==> config.mk <==
export PLATFORM = sky130hd
export DESIGN_NAME = ascc_core
export DESIGN_NICKNAME = d
export VERILOG_FILES = /design/src/include/ascc_pkg.sv /design/src/include/ascc_clk_if.sv /design/src/verilog/ascc_tad_gen.sv /design/src/verilog/ascc_core.sv
export SDC_FILE = /design/constraint.sdc
export NUM_CORES = 1
export LEC_CHECK = 0
export ABC_AREA = 1
export ABC_CLOCK_PERIOD_IN_PS = 8300
export BUFFER_PORTS_ARGS = -buffer_cell sky130_fd_sc_hd__buf_2
export CORE_UTILIZATION = 60
export CTS_CLUSTER_SIZE = 20
export DETAILED_ROUTE_END_ITERATION = 12
export GPL_ROUTABILITY_DRIVEN = 0
export GPL_TIMING_DRIVEN = 1
export PLACE_DENSITY = 0.82
export SYNTH_ARGS = -nofsm -noshare
export SYNTH_HDL_FRONTEND = slang
export SYNTH_SLANG_ARGS = --single-unit
==> constraint.sdc <==
create_clock -name clk_sys -period 8.3 [get_ports clk_sys]
set_clock_uncertainty 0.2 [all_clocks]
set_input_delay 1.66 -clock clk_sys [delete_from_list [all_inputs] [get_ports clk_sys]]
set_output_delay 1.66 -clock clk_sys [all_outputs]
set_load 0.005 [all_outputs]
==> src/include/ascc_pkg.sv <==
// Package with the register map, field layout and timing constants of the scan and clock control.
package ascc_pkg;
	localparam int ADDR_W = 4;
	localparam int DATA_W = 16;
	localparam logic [3:0] OFS_MAIN_CTRL   = 4'h0;
	localparam logic [3:0] OFS_SECOND_CTRL = 4'h1;
	localparam logic [3:0] OFS_CLK_CFG     = 4'h2;
	localparam logic [3:0] OFS_MUX_SEL     = 4'h3;
	localparam logic [3:0] OFS_SCAN_LO     = 4'h4;
	localparam logic [3:0] OFS_SCAN_HI     = 4'h5;
	localparam logic [3:0] OFS_IRQ_STAT    = 4'h6;
	localparam logic [3:0] OFS_IRQ_MASK    = 4'h7;
	localparam int BIT_MODULE_ON   = 15;
	localparam int BIT_REF_LSB     = 13;
	localparam int BIT_SCAN_ENABLE = 10;
	localparam int BIT_ALT_MUX     = 0;
	localparam int BIT_RC_SEL      = 15;
	localparam int DIV_W           = 6;
	localparam int BIT_MUXA_LSB    = 0;
	localparam int BIT_MUXB_LSB    = 8;
	localparam int CHSEL_W         = 5;
	localparam int SCAN_HI_W       = 2;
	localparam int SCAN_W          = 18;
	localparam int REF_UP_EXT_BIT  = 0;
	localparam int REF_LO_EXT_BIT  = 1;
	localparam int REF_RAIL_BIT    = 2;
	localparam int IRQ_DONE        = 0;
	localparam int IRQ_WRAP        = 1;
	localparam int IRQ_W           = 2;
	localparam logic [15:0] REG_RST = 16'h0000;
	localparam int CONV_TAD        = 12;
	localparam int CLK_PERIOD_PS   = 5000;
	localparam int TAD_MIN_NS      = 75;
	localparam int TAD_MIN_CYC     = (TAD_MIN_NS * 1000 + CLK_PERIOD_PS - 1) / CLK_PERIOD_PS;
	typedef enum logic [1:0] {
		ASCC_IDLE = 2'b01,
		ASCC_CONV = 2'b10
	} ascc_state_t;
endpackage : ascc_pkg

==> src/include/ascc_clk_if.sv <==
// Interface between the control core and the conversion clock generator.
`timescale 1ns/1ps
interface ascc_clk_if;
	logic                     run;
	logic                     rc_sel;
	logic                     rc_tick;
	logic [ascc_pkg::DIV_W-1:0] divider;
	logic                     tad_tick;
	modport ctrl (output run, output rc_sel, output rc_tick, output divider, input tad_tick);
	modport gen (input run, input rc_sel, input rc_tick, input divider, output tad_tick);
endinterface : ascc_clk_if

==> src/verilog/ascc_tad_gen.sv <==
// Conversion clock generator: divided instruction clock or the dedicated RC source.
`timescale 1ns/1ps
module ascc_tad_gen #(
	parameter int CNT_W = ascc_pkg::DIV_W
) (
	input  wire logic clk_sys,
	input  wire logic srst,
	ascc_clk_if.gen   cif
);
	typedef struct packed {
		logic [CNT_W-1:0] cnt;
		logic             tick;
	} ascc_gen_t;

	ascc_gen_t q;
	ascc_gen_t n;

	if (CNT_W != ascc_pkg::DIV_W) begin : g_bad_width
		$error("Divider counter width must match the divider field.");
	end

	always_comb begin
		n = q;
		n.tick = 1'b0;
		if (!cif.run) begin
			n.cnt = '0;
		end else if (cif.rc_sel) begin
			n.cnt = '0;
			n.tick = cif.rc_tick;
		end else if (q.cnt >= cif.divider) begin
			n.cnt = '0;
			n.tick = 1'b1;
		end else begin
			n.cnt = q.cnt + 1'b1;
		end
	end

	always_ff @(posedge clk_sys) begin
		if (srst) begin
			q <= '0;
		end else begin
			q <= n;
		end
	end

	assign cif.tad_tick = q.tick;

	logic [6:0] gap_q;
	logic       seen_q;
	always_ff @(posedge clk_sys) begin
		if (srst) begin
			gap_q <= 7'h00;
			seen_q <= 1'b0;
		end else begin
			gap_q <= q.tick ? 7'h01 : ((gap_q == 7'h7f) ? gap_q : gap_q + 7'h01);
			if (!cif.run || cif.rc_sel || (cif.divider != q.cnt && q.cnt > cif.divider)) begin
				seen_q <= 1'b0;
			end else if (q.tick) begin
				seen_q <= 1'b1;
			end
		end
	end

	property p_div_period;
		@(posedge clk_sys) disable iff (srst)
		(seen_q && q.tick && $stable(cif.divider) && $past(cif.run) && !$past(cif.rc_sel))
			|-> gap_q == {1'b0, cif.divider} + 7'h01;
	endproperty
	a_div_period: assert property (p_div_period) else $error("Divided clock period wrong.");

	property p_rc_pass;
		@(posedge clk_sys) disable iff (srst)
		(cif.run && cif.rc_sel) |=> q.tick == $past(cif.rc_tick);
	endproperty
	a_rc_pass: assert property (p_rc_pass) else $error("RC tick not passed through.");
endmodule : ascc_tad_gen

==> src/verilog/ascc_core.sv <==
// Scan selection, reference selection and conversion clock control of the converter.
`timescale 1ns/1ps
module ascc_core #(
	parameter int CONV_TADS = ascc_pkg::CONV_TAD
) (
	input  wire logic                        clk_sys,
	input  wire logic                        srst,
	input  wire logic [ascc_pkg::ADDR_W-1:0] addr,
	input  wire logic [ascc_pkg::DATA_W-1:0] wdata,
	input  wire logic                        wr,
	input  wire logic                        rd,
	output logic      [ascc_pkg::DATA_W-1:0] rdata,
	output logic                             irq,
	input  wire logic                        conv_start,
	input  wire logic                        intr_event,
	input  wire logic                        rc_tick,
	output logic      [ascc_pkg::CHSEL_W-1:0] active_channel,
	output logic                             mux_b_active,
	output logic                             upper_ref_ext,
	output logic                             lower_ref_ext,
	output logic                             converting,
	output logic                             conv_done,
	output logic                             tad_clk
);
	localparam int CH_W = ascc_pkg::CHSEL_W;
	localparam int SW = ascc_pkg::SCAN_W;

	if (CONV_TADS < 1 || CONV_TADS > 15) begin : g_bad_len
		$error("Conversion length must fit the four-bit period counter.");
	end

	typedef struct packed {
		ascc_pkg::ascc_state_t           st;
		logic                            module_on;
		logic [2:0]                      ref_cfg;
		logic                            scan_en;
		logic                            alt_mux;
		logic                            rc_sel;
		logic [ascc_pkg::DIV_W-1:0]      div;
		logic [CH_W-1:0]                 mux_a;
		logic [CH_W-1:0]                 mux_b;
		logic [15:0]                     scan_lo;
		logic [ascc_pkg::SCAN_HI_W-1:0]  scan_hi;
		logic [ascc_pkg::IRQ_W-1:0]      stat;
		logic [ascc_pkg::IRQ_W-1:0]      mask;
		logic [CH_W-1:0]                 scan_idx;
		logic                            use_b;
		logic [3:0]                      tad_cnt;
		logic [ascc_pkg::DATA_W-1:0]     rdata;
		logic                            irq;
		logic [CH_W-1:0]                 chan;
		logic                            b_act;
		logic                            up_ext;
		logic                            lo_ext;
		logic                            busy;
		logic                            done;
	} ascc_regs_t;

	localparam ascc_regs_t REGS_RST = '{st: ascc_pkg::ASCC_IDLE, default: '0};

	ascc_regs_t q;
	ascc_regs_t n;
	logic [SW-1:0] scan_mask;
	logic [ascc_pkg::IRQ_W-1:0] ev;
	logic [ascc_pkg::IRQ_W-1:0] w1c;
	logic [CH_W-1:0] step_idx;
	logic tad_tick;

	ascc_clk_if cif ();

	ascc_tad_gen u_tad_gen (
		.clk_sys (clk_sys),
		.srst    (srst),
		.cif     (cif)
	);

	assign cif.run = q.module_on;
	assign cif.rc_sel = q.rc_sel;
	assign cif.rc_tick = rc_tick;
	assign cif.divider = q.div;
	assign tad_tick = cif.tad_tick;

	// Channel 16 is the half band gap and channel 17 the full band gap.
	assign scan_mask = {q.scan_hi, q.scan_lo};

	// Lowest selected channel; zero when the mask is empty.
	function automatic logic [CH_W-1:0] ascc_first(input logic [SW-1:0] m);
		logic [CH_W-1:0] r;
		r = '0;
		for (int i = SW - 1; i >= 0; i--) begin
			if (m[i]) begin
				r = CH_W'(i);
			end
		end
		return r;
	endfunction : ascc_first

	// Next selected channel above cur, wrapping to the lowest one.
	function automatic logic [CH_W-1:0] ascc_next(input logic [SW-1:0] m,
			input logic [CH_W-1:0] cur);
		logic [CH_W-1:0] r;
		r = ascc_first(m);
		for (int i = SW - 1; i >= 0; i--) begin
			if (m[i] && CH_W'(i) > cur) begin
				r = CH_W'(i);
			end
		end
		return r;
	endfunction : ascc_next

	always_comb begin
		n = q;
		ev = '0;
		w1c = '0;
		step_idx = ascc_next(scan_mask, q.scan_idx);
		n.rdata = '0;
		n.done = 1'b0;

		if (wr) begin
			case (addr)
				ascc_pkg::OFS_MAIN_CTRL: begin
					n.module_on = wdata[ascc_pkg::BIT_MODULE_ON];
				end
				ascc_pkg::OFS_SECOND_CTRL: begin
					n.ref_cfg = wdata[ascc_pkg::BIT_REF_LSB +: 3];
					n.scan_en = wdata[ascc_pkg::BIT_SCAN_ENABLE];
					n.alt_mux = wdata[ascc_pkg::BIT_ALT_MUX];
				end
				ascc_pkg::OFS_CLK_CFG: begin
					n.rc_sel = wdata[ascc_pkg::BIT_RC_SEL];
					n.div = wdata[ascc_pkg::DIV_W-1:0];
				end
				ascc_pkg::OFS_MUX_SEL: begin
					n.mux_a = wdata[ascc_pkg::BIT_MUXA_LSB +: CH_W];
					n.mux_b = wdata[ascc_pkg::BIT_MUXB_LSB +: CH_W];
				end
				ascc_pkg::OFS_SCAN_LO: begin
					n.scan_lo = wdata;
				end
				ascc_pkg::OFS_SCAN_HI: begin
					n.scan_hi = wdata[ascc_pkg::SCAN_HI_W-1:0];
				end
				ascc_pkg::OFS_IRQ_STAT: begin
					w1c = wdata[ascc_pkg::IRQ_W-1:0];
				end
				ascc_pkg::OFS_IRQ_MASK: begin
					n.mask = wdata[ascc_pkg::IRQ_W-1:0];
				end
				default: begin
				end
			endcase
		end

		case (q.st)
			ascc_pkg::ASCC_IDLE: begin
				if (q.module_on && conv_start) begin
					n.st = ascc_pkg::ASCC_CONV;
					n.tad_cnt = 4'h0;
				end
			end
			ascc_pkg::ASCC_CONV: begin
				// Switching the module off abandons the conversion without a result.
				if (!q.module_on) begin
					n.st = ascc_pkg::ASCC_IDLE;
				end else if (tad_tick) begin
					if (q.tad_cnt == 4'(CONV_TADS - 1)) begin
						n.st = ascc_pkg::ASCC_IDLE;
						n.done = 1'b1;
						ev[ascc_pkg::IRQ_DONE] = 1'b1;
						if (q.alt_mux) begin
							n.use_b = !q.use_b;
						end
						if (!q.use_b && q.scan_en) begin
							n.scan_idx = step_idx;
							ev[ascc_pkg::IRQ_WRAP] = (step_idx <= q.scan_idx);
						end
					end else begin
						n.tad_cnt = q.tad_cnt + 4'h1;
					end
				end
			end
			default: begin
				n.st = ascc_pkg::ASCC_IDLE;
			end
		endcase

		// A converter interrupt restarts the scan and the alternation on the first mux.
		if (!q.module_on || intr_event) begin
			n.scan_idx = ascc_first(scan_mask);
			n.use_b = 1'b0;
		end

		// The second mux always takes its fixed channel; only the first one scans.
		if (n.use_b) begin
			n.chan = q.mux_b;
		end else if (q.scan_en) begin
			n.chan = n.scan_idx;
		end else begin
			// Channels 0 and 1 stay selectable whatever the references use.
			n.chan = q.mux_a;
		end
		n.b_act = n.use_b;
		n.busy = (n.st == ascc_pkg::ASCC_CONV);

		// A rail setting in the top bit forces both references to the supplies.
		n.up_ext = !q.ref_cfg[ascc_pkg::REF_RAIL_BIT] && q.ref_cfg[ascc_pkg::REF_UP_EXT_BIT];
		n.lo_ext = !q.ref_cfg[ascc_pkg::REF_RAIL_BIT] && q.ref_cfg[ascc_pkg::REF_LO_EXT_BIT];

		// A new event beats a clear that lands in the same cycle.
		n.stat = (q.stat & ~w1c) | ev;
		n.irq = |(q.stat & q.mask);

		if (rd) begin
			case (addr)
				ascc_pkg::OFS_MAIN_CTRL: begin
					n.rdata[ascc_pkg::BIT_MODULE_ON] = q.module_on;
				end
				ascc_pkg::OFS_SECOND_CTRL: begin
					n.rdata[ascc_pkg::BIT_REF_LSB +: 3] = q.ref_cfg;
					n.rdata[ascc_pkg::BIT_SCAN_ENABLE] = q.scan_en;
					n.rdata[ascc_pkg::BIT_ALT_MUX] = q.alt_mux;
				end
				ascc_pkg::OFS_CLK_CFG: begin
					n.rdata[ascc_pkg::BIT_RC_SEL] = q.rc_sel;
					n.rdata[ascc_pkg::DIV_W-1:0] = q.div;
				end
				ascc_pkg::OFS_MUX_SEL: begin
					n.rdata[ascc_pkg::BIT_MUXA_LSB +: CH_W] = q.mux_a;
					n.rdata[ascc_pkg::BIT_MUXB_LSB +: CH_W] = q.mux_b;
				end
				ascc_pkg::OFS_SCAN_LO: begin
					n.rdata = q.scan_lo;
				end
				ascc_pkg::OFS_SCAN_HI: begin
					n.rdata[ascc_pkg::SCAN_HI_W-1:0] = q.scan_hi;
				end
				ascc_pkg::OFS_IRQ_STAT: begin
					n.rdata[ascc_pkg::IRQ_W-1:0] = q.stat;
				end
				ascc_pkg::OFS_IRQ_MASK: begin
					n.rdata[ascc_pkg::IRQ_W-1:0] = q.mask;
				end
				default: begin
				end
			endcase
		end
	end

	always_ff @(posedge clk_sys) begin
		if (srst) begin
			q <= REGS_RST;
		end else begin
			q <= n;
		end
	end

	assign rdata = q.rdata;
	assign irq = q.irq;
	assign active_channel = q.chan;
	assign mux_b_active = q.b_act;
	assign upper_ref_ext = q.up_ext;
	assign lower_ref_ext = q.lo_ext;
	assign converting = q.busy;
	assign conv_done = q.done;
	assign tad_clk = cif.tad_tick;

	// Converter clock periods seen in the running conversion.
	logic [4:0] conv_ticks_q;
	always_ff @(posedge clk_sys) begin
		if (srst) begin
			conv_ticks_q <= 5'h00;
		end else if (q.st == ascc_pkg::ASCC_IDLE) begin
			conv_ticks_q <= 5'h00;
		end else if (tad_tick) begin
			conv_ticks_q <= conv_ticks_q + 5'h01;
		end
	end

	property p_conv_len;
		@(posedge clk_sys) disable iff (srst)
		q.done |-> conv_ticks_q == 5'(CONV_TADS);
	endproperty
	a_conv_len: assert property (p_conv_len) else $error("Conversion length wrong.");

	property p_ref_ext;
		@(posedge clk_sys) disable iff (srst)
		(q.ref_cfg == 3'h3) |=> (q.up_ext && q.lo_ext);
	endproperty
	a_ref_ext: assert property (p_ref_ext) else $error("External references not selected.");

	property p_ref_rail;
		@(posedge clk_sys) disable iff (srst)
		q.ref_cfg[ascc_pkg::REF_RAIL_BIT] |=> (!q.up_ext && !q.lo_ext);
	endproperty
	a_ref_rail: assert property (p_ref_rail) else $error("Rail references not selected.");

	property p_scan_member;
		@(posedge clk_sys) disable iff (srst)
		(q.busy && !q.b_act && q.scan_en && scan_mask != '0 && $stable(scan_mask))
			|-> scan_mask[q.chan];
	endproperty
	a_scan_member: assert property (p_scan_member) else $error("Scanned channel not in mask.");

	property p_mux_b_fixed;
		@(posedge clk_sys) disable iff (srst)
		(q.b_act && $stable(q.mux_b)) |-> q.chan == q.mux_b;
	endproperty
	a_mux_b_fixed: assert property (p_mux_b_fixed) else $error("Second mux left its channel.");

	property p_scan_ignores_a;
		@(posedge clk_sys) disable iff (srst)
		(q.scan_en && !n.use_b && scan_mask != '0 && !scan_mask[q.mux_a])
			|=> q.chan != $past(q.mux_a);
	endproperty
	a_scan_ignores_a: assert property (p_scan_ignores_a) else $error("Scan used fixed channel.");

	property p_restart;
		@(posedge clk_sys) disable iff (srst)
		(intr_event && q.module_on) |=> q.scan_idx == ascc_first($past(scan_mask)) && !q.use_b;
	endproperty
	a_restart: assert property (p_restart) else $error("Scan did not restart.");

	property p_hi_read;
		@(posedge clk_sys) disable iff (srst)
		(rd && addr == ascc_pkg::OFS_SCAN_HI)
			|=> q.rdata == {14'h0000, $past(q.scan_hi)};
	endproperty
	a_hi_read: assert property (p_hi_read) else $error("High mask read wrong.");

	property p_lo_rw;
		@(posedge clk_sys) disable iff (srst)
		(wr && addr == ascc_pkg::OFS_SCAN_LO) ##1 (rd && addr == ascc_pkg::OFS_SCAN_LO)
			|=> q.rdata == $past(wdata, 2);
	endproperty
	a_lo_rw: assert property (p_lo_rw) else $error("Low mask write lost.");

	property p_irq_level;
		@(posedge clk_sys) disable iff (srst)
		(|(q.stat & q.mask)) |=> q.irq;
	endproperty
	a_irq_level: assert property (p_irq_level) else $error("Interrupt not raised.");

	c_done: cover property (@(posedge clk_sys) disable iff (srst) q.done);
	c_wrap: cover property (@(posedge clk_sys) disable iff (srst) q.stat[ascc_pkg::IRQ_WRAP]);
	c_mux_b: cover property (@(posedge clk_sys) disable iff (srst) q.b_act && q.busy);
	c_rc_conv: cover property (@(posedge clk_sys) disable iff (srst) q.rc_sel && q.done);
endmodule : ascc_core

# Word level (Yosys, flattened, before mapping)
# Cells that the tools add are included.
dict set report totals {
  register_bits 90
  latchBits 0
  ramBits 0
  mem_bits_ro 0
  inputBits 27
  out_inout_bits 28
  wordCells 186
  n_memories 0
}
dict set report classes {
  addsub 2
  mul 0
  div_mod_pow 0
  magnitude_cmp 20
  eq_ne 15
  n_shift 0
  muxes 72
  bitwise 9
  reduce_logical 42
}
# cell n
set op_table {}
lappend op_table {{5-bit 2-to-1 mux} 39}
lappend op_table {{4-bit by 5-bit > comparator with 1-bit output (first input constant)} 8}
lappend op_table {{1-bit logical AND} 22}
lappend op_table {{3-bit by 5-bit > comparator with 1-bit output (first input constant)} 4}
lappend op_table {{10-bit 2-to-1 mux} 2}
lappend op_table {{2-bit 2-to-1 mux} 10}
lappend op_table {{6-bit 2-to-1 mux} 3}
lappend op_table {{4-bit by 3-bit == test with 1-bit output (second input constant)} 4}
lappend op_table {{2-bit one-hot mux with 2 select lines} 4}
lappend op_table {{2-bit AND reduction} 7}
lappend op_table {{1-bit by 5-bit > comparator with 1-bit output (first input constant)} 2}
lappend op_table {{2-bit by 5-bit > comparator with 1-bit output (first input constant)} 2}
lappend op_table {{5-bit > comparator (first input constant)} 2}
lappend op_table {{3-bit one-hot mux with 3 select lines} 1}
lappend op_table {{4-bit by 2-bit == test with 1-bit output (second input constant)} 2}
lappend op_table {{4-bit 2-to-1 mux} 2}
lappend op_table {{4-bit one-hot mux with 2 select lines} 1}
lappend op_table {{4-bit OR reduction} 2}
lappend op_table {{1-bit one-hot mux with 7 select lines} 1}
lappend op_table {{6-bit by 1-bit adder with 6-bit output (second input constant)} 1}
lappend op_table {{6-bit greater-or-equal comparator} 1}
lappend op_table {{2-bit inequality test (second input constant)} 3}
lappend op_table {{1-bit one-hot mux with 6 select lines} 1}
lappend op_table {{2-bit OR reduction} 3}
lappend op_table {{other kinds (21)} 33}

# Depth between registers and ports, before layout
dict set report logic_depth {
  depth_word 44
  mapped_depth 37
  depth_no_buf 37
}

# By module
# A second synthesis with hierarchy kept.
dict set report hier_totals {
  hier_cells 657
  area_unflattened_um2 4702.0
}
# mod instances cells_each area_per_inst_um2 seq_area_each_um2
set by_module_without_submodules {}
lappend by_module_without_submodules {ascc_core 1 597 4266.6 1661.6}
lappend by_module_without_submodules {ascc_tad_gen 1 60 435.4 140.1}

# Worst setup path before layout
# No wires, ideal clock.
dict set report synth_timing {
  kind {input to register}
  start {input addr[3] in the netlist's numbering}
  end {register q (netlist bit cif.divider[3])}
  setup_ps 128
  arrival_ps 2637
  required_ps 7972
  slack_ps 5336
  path_stages 7
  n_path_buf 1
  cell_sequence {nor2_1 -> nand2_1 -> inv_1 -> nand2_1 -> clkbuf_1 -> o21ai_0 -> a21oi_1}
}
dict set report synth_via {
  elab_chain_cells 2
}
# element line
set synth_rtl {}
lappend synth_rtl {{from (decl)} ascc_core.sv:8} ;# input wire logic [ascc_pkg::ADDR_W-1:0] addr,
lappend synth_rtl {{4-bit by 2-bit == test with 1-bit output} ascc_core.sv:120} ;# case (addr)
lappend synth_rtl {{2-bit AND reduction (no line)} --}
lappend synth_rtl {{to (signal assigned)} ascc_core.sv:253} ;# q <= n;
lappend synth_rtl {{to (decl)} ascc_core.sv:61} ;# ascc_regs_t q;
# No other way between the ends.
# A chain may end at the register's enable or synchronous reset.

# Final worst setup path
dict set report layout_timing {
  start {input srst}
  end {register q (netlist bit rdata[11])}
}
dict set report layout_via {
  elab_chain_cells 1
}
# element line
set layout_rtl {}
lappend layout_rtl {{from (decl)} ascc_core.sv:7} ;# input wire logic srst,
lappend layout_rtl {{2-bit OR reduction (no line)} --}
# No other way between the ends.

==> metrics.txt <==
# TYPE chip_impl_metric gauge
chip_impl_metric{name="drt-initial-drc-count",unit=""} 456
chip_impl_metric{name="vias_per_cell",unit=""} 5.63
chip_impl_info{name="r2r_start",value="q[58]"} 1
chip_impl_metric{name="grt_util_met1",unit=""} 0.431
chip_impl_info{name="status",value="completed"} 1
chip_impl_metric{name="layout-drive-gt1-share",unit=""} 0.148
chip_impl_info{name="capturing_point_of_the_worst_reg2reg_path",value="q[40]"} 1
chip_impl_metric{name="finalSetupViolCount",unit=""} 0
chip_impl_metric{name="chipHeight",unit="um"} 88.4
chip_impl_info{name="holdPathEnd",value="u_tad_gen.q[1]"} 1
chip_impl_metric{name="grt_antenna_before_repair",unit=""} 0
chip_impl_metric{name="synth.lib_cells_used.distinct",unit=""} 37
chip_impl_metric{name="critical_path_required",unit="ps"} 8360
chip_impl_metric{name="cts_inserted_buffers",unit=""} 9
chip_impl_metric{name="ctsHoldBuffers",unit=""} 0
chip_impl_metric{name="yosysWarningCount",unit=""} 0
chip_impl_info{name="rsz0062_at_grt",value="no"} 1
chip_impl_metric{name="global_route_wire_length_before_repair",unit="um"} 18200
chip_impl_metric{name="synthesis.nets",unit=""} 662
chip_impl_metric{name="post_cts_resize_count",unit=""} 0
chip_impl_metric{name="boundaryPins",unit=""} 55
chip_impl_metric{name="grt_max_degree",unit=""} 39
chip_impl_metric{name="maxSlewHeadroom",unit=""} 0.384
chip_impl_metric{name="fin_crit",unit="ps"} 3730
chip_impl_metric{name="n_antenna_cell",unit=""} 0
chip_impl_metric{name="post-route-period-util",unit=""} 0.450
chip_impl_metric{name="maxCapViolations",unit=""} 0
chip_impl_metric{name="max_clock_freq",unit="MHz"} 268
chip_impl_metric{name="cts.path.max_buffers",unit=""} 2
chip_impl_info{name="cts_tree",value="done"} 1
chip_impl_info{name="worst_setup_path_start_kind",value="input port"} 1
chip_impl_metric{name="route.antenna.remaining_nets",unit=""} 0
chip_impl_metric{name="placement_rows",unit=""} 31
chip_impl_metric{name="routed-via-count",unit=""} 4237
chip_impl_info{name="final_common_cell",value="nand2_1"} 1
chip_impl_metric{name="holdPathStages",unit=""} 1
chip_impl_metric{name="post_cts.repair.setup_buffers",unit=""} 0
chip_impl_metric{name="cp_max_fo",unit=""} 38
chip_impl_metric{name="dpl.hpwl",unit="um"} 8690
chip_impl_metric{name="ys_async_sr_fraction",unit=""} 0
chip_impl_metric{name="drt-wirelength-per-cell",unit="um"} 15.2
chip_impl_metric{name="track_usage",unit=""} 0.310
chip_impl_metric{name="grt_overflow_total",unit=""} 0
chip_impl_info{name="holdCritPathClass",value="flop to flop"} 1
chip_impl_metric{name="power_leakage",unit="nW"} 2.15
chip_impl_metric{name="finalSetupTns",unit="ps"} 0
chip_impl_metric{name="cells_after_synthesis",unit=""} 620
chip_impl_metric{name="numPortBuffers",unit=""} 54
chip_impl_info{name="grt-busiest-layer",value="met2"} 1
chip_impl_metric{name="synth_enable_flop_cells",unit=""} 0
chip_impl_metric{name="power_dens_cells",unit="nW/um^2"} 185
chip_impl_metric{name="cts_num_sinks",unit=""} 90
chip_impl_metric{name="start_util",unit=""} 0.618
chip_impl_metric{name="die_x",unit="um"} 88.4
chip_impl_metric{name="yosys_register_bits",unit=""} 90
chip_impl_metric{name="final_net_count",unit=""} 692
chip_impl_metric{name="worst_skew_pair.late_latency",unit="ps"} 360
chip_impl_metric{name="grt_pass1_vias",unit=""} 3783
chip_impl_metric{name="total_power",unit="W"} 0.000901
chip_impl_metric{name="worst-endpoint-arrival",unit="ps"} 3790
chip_impl_info{name="timing.critical_path.to_type",value="flop"} 1
chip_impl_metric{name="drt-total-wl",unit="um"} 11400
chip_impl_info{name="ys_dominant_reg_cell",value="dfxtp_1"} 1
chip_impl_metric{name="drv_slew",unit=""} 0
chip_impl_metric{name="syn-mean-instance-area",unit="um^2"} 7.23
chip_impl_metric{name="die_area",unit="um^2"} 7820
chip_impl_metric{name="drt_pass1_iterations",unit=""} 5
chip_impl_metric{name="final_hold_viol_count",unit=""} 0
chip_impl_metric{name="globalRouteMet2Util",unit=""} 0.471
chip_impl_metric{name="cts_max_level",unit=""} 3
chip_impl_metric{name="seq_area_frac_synth",unit=""} 0.402
chip_impl_metric{name="core_area",unit="um^2"} 7250
chip_impl_info{name="setup.worst_path.class",value="input port to flop"} 1
chip_impl_metric{name="worstRegToRegCells",unit=""} 36
chip_impl_metric{name="worst-slew-pin-transition",unit="ps"} 923
chip_impl_info{name="layout_common_cells",value="97 x nand2_1, 90 x dfxtp_1, 73 x inv_1"} 1
chip_impl_metric{name="grt_met3_usage",unit=""} 0.0774
chip_impl_metric{name="timing.hold.ws",unit="ps"} 287
chip_impl_metric{name="worst_setup_hold_path_clk_slew",unit="ps"} 80
chip_impl_metric{name="peakVddDrop",unit="V"} 0.000156
chip_impl_metric{name="synth.cell_area",unit="um^2"} 4480
chip_impl_info{name="worst_hold_startpoint",value="u_tad_gen.q[1]"} 1
chip_impl_metric{name="p_r_area_growth_vs_syn",unit="%"} 8.96
chip_impl_metric{name="remaining_drc_errors",unit=""} 0
chip_impl_metric{name="r2r_setup_slk",unit="ps"} 5150
chip_impl_info{name="clockRootBuffer",value="clkbuf_8"} 1
==> metrics by stage <==
step / std cells / util / setup slack [ps] / area [um^2]
after global placement: 738 / 0.643 / 4430 / 4660
after global routing: 753 / 0.673 / 4270 / 4880
after CTS: 753 / 0.673 / 4640 / 4880
after detailed placement: 738 / 0.643 / 4250 / 4660
final: 753 / 0.673 / 4570 / 4880
after floorplan: 620 / - / 5340 / 4480
==> critical path, stage by stage <==
cell and delay [ps]:
buf_2 250, inv_1 740, nand2_1 480, inv_1 240, nand2_1 230, o32ai_1 190
==> sequential cells by signal, summed over array words and instances, names as in the netlist, 5 cells and up <==
signal / count
q: 48
rdata: 16
cif.divider: 6
u_tad_gen.q: 6
active_channel: 5
==> area by class of cell <==
cell class | count | area [um^2]
Clock buffer | 11 | 141
Tap cell | 99 | 124
Sequential cell | 90 | 1800
Multi-Input combinational cell | 397 | 2050
Fill cell | 638 | 2370
Clock inverter | 4 | 76.3
Inverter | 98 | 414
Timing Repair Buffer | 54 | 270
==> synth_stat cells (2+ instances only) <==
master     n  area (um^2)
nand2_1   97          364
dfxtp_1   90         1800
inv_1     73          274
nor2_1    65          244
a21oi_1   64          320
o21ai_0   45          225
buf_4     21          158
nand3_1   21          105
inv_2     16         60.1
ha_1      15          188
clkbuf_1  14         52.6
nor3_1    13         65.1
o21ai_1   13         65.1
a211oi_1   9         67.6
o22ai_1    9         56.3
o211ai_1   7         52.6
o32ai_1    7         61.3
o21a_1     5         37.5
a31oi_1    4         25.0
a221oi_1   3         26.3
bufinv_8   3         52.6
clkinv_1   3         11.3
nand2_2    3         18.8
nor4_1     3         18.8
clkinv_2   2         10.0
nand4_1    2         12.5
nor3b_1    2         15.0
xor2_1     2         17.5
==> logic make-up after synthesis <==
family	count (synthesis)	share of synthesized area
AND/OR/NAND/NOR	209	0.193
AO/OA/AOI/OAI	170	0.218
buffers and inverters	133	0.139
flip-flops	90	0.402
adder cells (fa/ha/maj)	15	0.0419
XOR/XNOR	3	0.00587
==> power breakdown <==
group          switching [W]  internal (W)  total, W
Clock               0.000153      0.000177  0.000330
Combinational      0.0000774     0.0000436  0.000121
Sequential        0.00000867      0.000442  0.000450
==> worst max path at each step <==
stage | from | to | slack [ps] | cells past startpoint
after detailed placement | srst | rdata[11] | 4250 | 6
final | srst | rdata[11] | 4570 | 6
after global placement | srst | rdata[9] | 4430 | 6
after CTS | srst | rdata[11] | 4640 | 6
after global routing | srst | rdata[14] | 4270 | 6
after floorplan | addr[3] | cif.divider[3] | 5340 | 7
==> layer usage <==
layer / wire length, um / up-vias
met3: 1240 / 27
met5: 0 / -
met4: 230 / 0
li1: - / 2087
met1: 4960 / 1899
met2: 5020 / 224
Power figures use the tool's default switching activity.
